[src/logic/lpa_params.svh]
`ifndef LPA_PARAMS_SVH
`define LPA_PARAMS_SVH

// Array length bounds and default
`define LPA_PIXELS_MIN      128
`define LPA_PIXELS_MAX      2048
`define LPA_PIXELS_DEFAULT  2048
// Reset values
`define LPA_ADDR_RST        12'h000
`define LPA_RST_LOW         1'b0

`endif

[src/logic/lpa_pkg.sv]
package lpa_pkg;
	typedef enum logic [0:0] {
		LPA_IDLE = 1'b0,
		LPA_SCAN = 1'b1
	} lpa_state_e;
endpackage

[src/logic/lpa_scan.sv]
// Behaviour
// - Sweep starts on start pulse with clock
// - First pixel switch closes on clock
// - Advance one pixel until last read
// - Reading a pixel resets its photodiode
// - Array length parameter 128 to 2048, range not checked in code
`timescale 1ns/1ps
`include "lpa_params.svh"
module lpa_scan #(
	parameter int PIXELS = `LPA_PIXELS_DEFAULT,
	parameter int AW     = 12
) (
	// Clock and reset
	input  wire logic          i_clk,
	input  wire logic          i_srst,
	// Driver pulses
	input  wire logic          i_clk_pulse,
	input  wire logic          i_start,
	// Pixel address and status
	output logic               o_addr_on,
	output logic [AW-1:0]      o_addr,
	output logic               o_pix_reset,
	output logic               o_busy,
	output logic               o_eos
);
	lpa_pkg::lpa_state_e state_reg;
	lpa_pkg::lpa_state_e state_next;
	logic [AW-1:0]       addr_reg;
	logic [AW-1:0]       addr_next;
	logic                on_reg;
	logic                on_next;
	logic                eos_reg;
	logic                eos_next;
	logic                start_pend_reg;
	logic                start_pend_next;
	logic                clk_rise;

	localparam logic [AW-1:0] LAST = AW'(PIXELS - 1);

	lpa_edge u_edge (
		.i_clk   (i_clk),
		.i_srst  (i_srst),
		.i_level (i_clk_pulse),
		.o_rise  (clk_rise)
	);

	always_comb begin
		state_next      = state_reg;
		addr_next       = addr_reg;
		on_next         = on_reg;
		eos_next        = 1'b0;
		start_pend_next = start_pend_reg;
		unique case (state_reg)
			lpa_pkg::LPA_IDLE: begin
				if (i_start) begin
					start_pend_next = 1'b1;
				end
				if (start_pend_reg && clk_rise) begin
					state_next      = lpa_pkg::LPA_SCAN;
					addr_next       = `LPA_ADDR_RST;
					on_next         = 1'b1;
					start_pend_next = 1'b0;
				end
			end
			lpa_pkg::LPA_SCAN: begin
				if (clk_rise) begin
					if (addr_reg == LAST) begin
						state_next = lpa_pkg::LPA_IDLE;
						on_next    = 1'b0;
						eos_next   = 1'b1;
					end else begin
						addr_next = addr_reg + AW'(1);
					end
				end
			end
		endcase
	end

	always_ff @(posedge i_clk) begin
		if (i_srst) begin
			state_reg      <= lpa_pkg::LPA_IDLE;
			addr_reg       <= `LPA_ADDR_RST;
			on_reg         <= `LPA_RST_LOW;
			eos_reg        <= `LPA_RST_LOW;
			start_pend_reg <= `LPA_RST_LOW;
		end else begin
			state_reg      <= state_next;
			addr_reg       <= addr_next;
			on_reg         <= on_next;
			eos_reg        <= eos_next;
			start_pend_reg <= start_pend_next;
		end
	end

	assign o_addr_on   = on_reg;
	assign o_addr      = addr_reg;
	assign o_pix_reset = on_reg;
	assign o_busy      = on_reg;
	assign o_eos       = eos_reg;
endmodule // lpa_scan

[src/logic/lpa_edge.sv]
`timescale 1ns/1ps
`include "lpa_params.svh"
// Rising edge detector on a synchronous input
module lpa_edge (
	// Clock and reset
	input  wire logic i_clk,
	input  wire logic i_srst,
	// Level in, pulse out
	input  wire logic i_level,
	output logic      o_rise
);
	logic prev_reg;
	logic prev_next;
	logic rise_reg;
	logic rise_next;

	always_comb begin
		prev_next = i_level;
		rise_next = i_level & ~prev_reg;
	end

	always_ff @(posedge i_clk) begin
		if (i_srst) begin
			prev_reg <= `LPA_RST_LOW;
			rise_reg <= `LPA_RST_LOW;
		end else begin
			prev_reg <= prev_next;
			rise_reg <= rise_next;
		end
	end

	assign o_rise = rise_reg;
endmodule // lpa_edge

[config.mk]
export PLATFORM = sky130hd
export DESIGN_NAME = lpa_scan
export DESIGN_NICKNAME = d
export VERILOG_FILES = /design/src/logic/lpa_pkg.sv /design/src/logic/lpa_scan.sv /design/src/logic/lpa_edge.sv
export VERILOG_INCLUDE_DIRS = /design/src /design/src/logic
export SDC_FILE = /design/constraint.sdc
export NUM_CORES = 1
export LEC_CHECK = 0
export BUFFER_PORTS_ARGS = -buffer_cell sky130_fd_sc_hd__buf_2
export CAP_MARGIN = 15
export CORE_MARGIN = 2
export CORE_UTILIZATION = 51
export DETAILED_ROUTE_END_ITERATION = 8
export PLACE_DENSITY = 0.76
export SETUP_SLACK_MARGIN = 0.4
export SLEW_MARGIN = 20
export SYNTH_ARGS = -nofsm -noshare
export SYNTH_HDL_FRONTEND = slang
export SYNTH_SLANG_ARGS = --single-unit
export TNS_END_PERCENT = 100
[constraint.sdc]
create_clock -name i_clk -period 2 [get_ports i_clk]
set_clock_uncertainty 0.2 [all_clocks]
set_input_delay 0.2 -clock i_clk [delete_from_list [all_inputs] [get_ports i_clk]]
set_output_delay 0.2 -clock i_clk [all_outputs]
set_load 0.01 [all_outputs]
==> flow_summary.ini <==
[critical_path]
r2r_cells = 5
critPathCaptureType = flop
endpoint = o_addr[2]
crit_cells = 5
cp_max_fo = 6
reg2reg_from = o_addr[1]
path_buf_inv = 0
r2r-end = o_addr[2]
critical_path.top_delay_family = compound AO/OA/AOI/OAI gates
worstPathArrival_ns = 1.79
start_kind = flop
critPathRequiredTime_ns = 2.02
crit_chain = ha_4 -> nand4_1 -> nor2_4 -> a31oi_4 -> a311oi_1
cp-startpoint = o_addr[1]
crit_type = flop to flop
cp_slowest_stage_delay_ns = 0.39
reg2reg_slack_ns = 0.23
slowest_stage = dfxtp_4

[logic_synthesis]
synth.avg_cell_area_um2 = 8.662
yosysWarnings = 0
async_reset_ff_share_pct = 0
mappedNetlistArea_um2 = 900.9
synth-seq-area-share_pct = 40.00
synth_cells = 104
synth_most_common_cell = dfxtp_1
synth_common_cells = dfxtp_1, a21oi_1, nand2_1
synth_top_area_share_pct = 40.00
synth-edff-count = 0
ys_types = 35
synth-seq-cells = 18
synthesis.nets = 109
synth-main-ff-cell = dfxtp_1
synth_top_area_cell = dfxtp_1
netlist_top_cells_area = dfxtp_1, a21oi_1, a311oi_1, nand2_1, nor2_1

[clock_network]
clk_latency_ns = 0.30
cts_buffer_depth = 2
cts_tree = yes
cts_sinks = 18
cts_root_buffer = clkbuf_4
clkTransAtPathRegs_ns = 0.11
cts_buffers = 3
cts_max_level = 1

[pwr]
p_per_area_mw_per_mm2 = 520.1
p_leak_nw = 0.4545
fin_total_pwr_mw = 0.6625
vdd_drop_max_uv = 420.9

[sta]
worst_pin_slew_ns = 0.3494
fin_setup_tns_ns = 0
layout_min_cycle_time_ns = 1.773
fin_crit_sh_pct = 88.64
setup_violations = 0
final_max_slew_viol_count = 0
fmax_mhz = 564.1
layout_setup_ws_ns = 0.2272
hold_violations = 0
maxSlewHeadroom_pct = 76.71
rsz0062_at_grt = yes

[floorplanning]
core_mm2 = 0.001689
io_pins = 20
initial_utilization_pct = 53.33
num_rows = 15
die_area_mm2 = 0.002119
die_w_um = 46.03
die_y_um = 46.03

[finish]
nets = 143
n_fill_cell = 114
final_cells = 154
antenna_cells = 0
area_growth_pct = 41.39
largest_reg_flops = 12
drive_gt1_share_pct = 45.26
fin_area_mm2 = 0.001274

[place]
io_buffers = 19
place_inst = 136
gp_congestion = 0.8186
place_area_mm2 = 0.001037
dp_slack_ns = 0.2554
dpl.hpwl_um = 1373

[flow_run]
max-cap-violations = 0

[run_status]
status = finished, final reports clean

[global_route]
grt_pass1_wl_um = 3884
antenna_found_initial = 0
grt-ovfl-total = 0
grt_pass1_vias = 863
grt_usage_pct = 25.26
grt_start_max_net_pins = 19

[routing]
num_vias = 947
avgViaCountPerCell = 6.149
post_drt_wl_per_cell_um = 15.69
ant_nets = 0
drt-initial-drc-count = 28
routed_wl_um = 2417
drc = 0
drt-pass1-iter-count = 4

[hold_path]
worstHoldPathType = input port to flop
timing repair:
item,CTS,global route
gates resized for setup,14,3
pin swaps,12,8
setup endpoints to repair,14,14
buffers inserted,9,1
hold endpoints to repair,2,0
hold buffers,2,0
cloned,2,0
stage by stage:
| stage | utilization (%) | hold slack [ns] |
|---|---|---|
| CTS | 74.15 | 0.06030 |
| finish | 75.41 | 0.05966 |
| floorplan | - | 0.1405 |
| global placement | 61.41 | 0.1759 |
| detailed placement | 61.41 | 0.1820 |
| global route | 75.41 | 0.09092 |
report_power, final:
group	total, mW	switching, mW	internal, mW	leakage, nW
Clock	0.233	0.121	0.111	0.0210
Combinational	0.0584	0.0326	0.0258	0.283
Sequential	0.371	0.00939	0.362	0.150
Total	0.662	0.163	0.499	0.455
how the worst min path moves through the flow:
stage / endpoint / slack [ns] / start / depth (start not counted)
global placement: u_edge.o_rise / 0.18 / u_edge.prev_reg / 1
floorplan: start_pend_reg / 0.14 / i_start / 2
detailed placement: u_edge.o_rise / 0.18 / u_edge.prev_reg / 1
finish: o_addr[0] / 0.06 / i_srst / 2
CTS: o_addr_on / 0.06 / i_srst / 2
global route: o_addr_on / 0.09 / i_srst / 2
area by class of cell:
cell class	instances	area (um2)	area share (%)
well taps	17	21.27	1.670
repair buffers	33	217.7	17.09
flip-flops and latches	18	376.6	29.57
inverters	2	7.507	0.5894
clock buffers	4	36.28	2.849
multi-input cells	80	614.3	48.23
logic make-up (layout without fill, tap and decap cells):
kind of cell | count (synthesis) | after routing | synth area share [%]
adders and majority gates | 1 | 1 | 1.389
DFF | 18 | 18 | 40.00
AOI/OAI and AO/OA | 34 | 35 | 26.53
muxes | 1 | 1 | 1.111
buffers and inverters | 8 | 39 | 4.304
and+or+nand+nor | 42 | 43 | 26.67
layout by cell type (no fill, tap or decap), types with 3 or more instances in the layout:
cell      count
o21ai_1       3
nand2_1      11
dfxtp_4       3
a311oi_1      3
nor2b_1       3
o21ai_0       4
clkbuf_4      3
buf_2        19
nand2b_1      3
dfxtp_1      11
buf_4        11
nor2_1        7
nand4_1       3
dfxtp_2       4
a311oi_2      3
a21oi_1      10
routing by layer:
layer  part of all wire, %  track usage, %  routed length (um)
met3                   4.0           3.175                  97
met1                    44           33.33                1055
met5                     0               0                   0
met4                   1.9           11.43                  47
met2                    50           40.56                1217
Power figures use the tool's default switching activity.
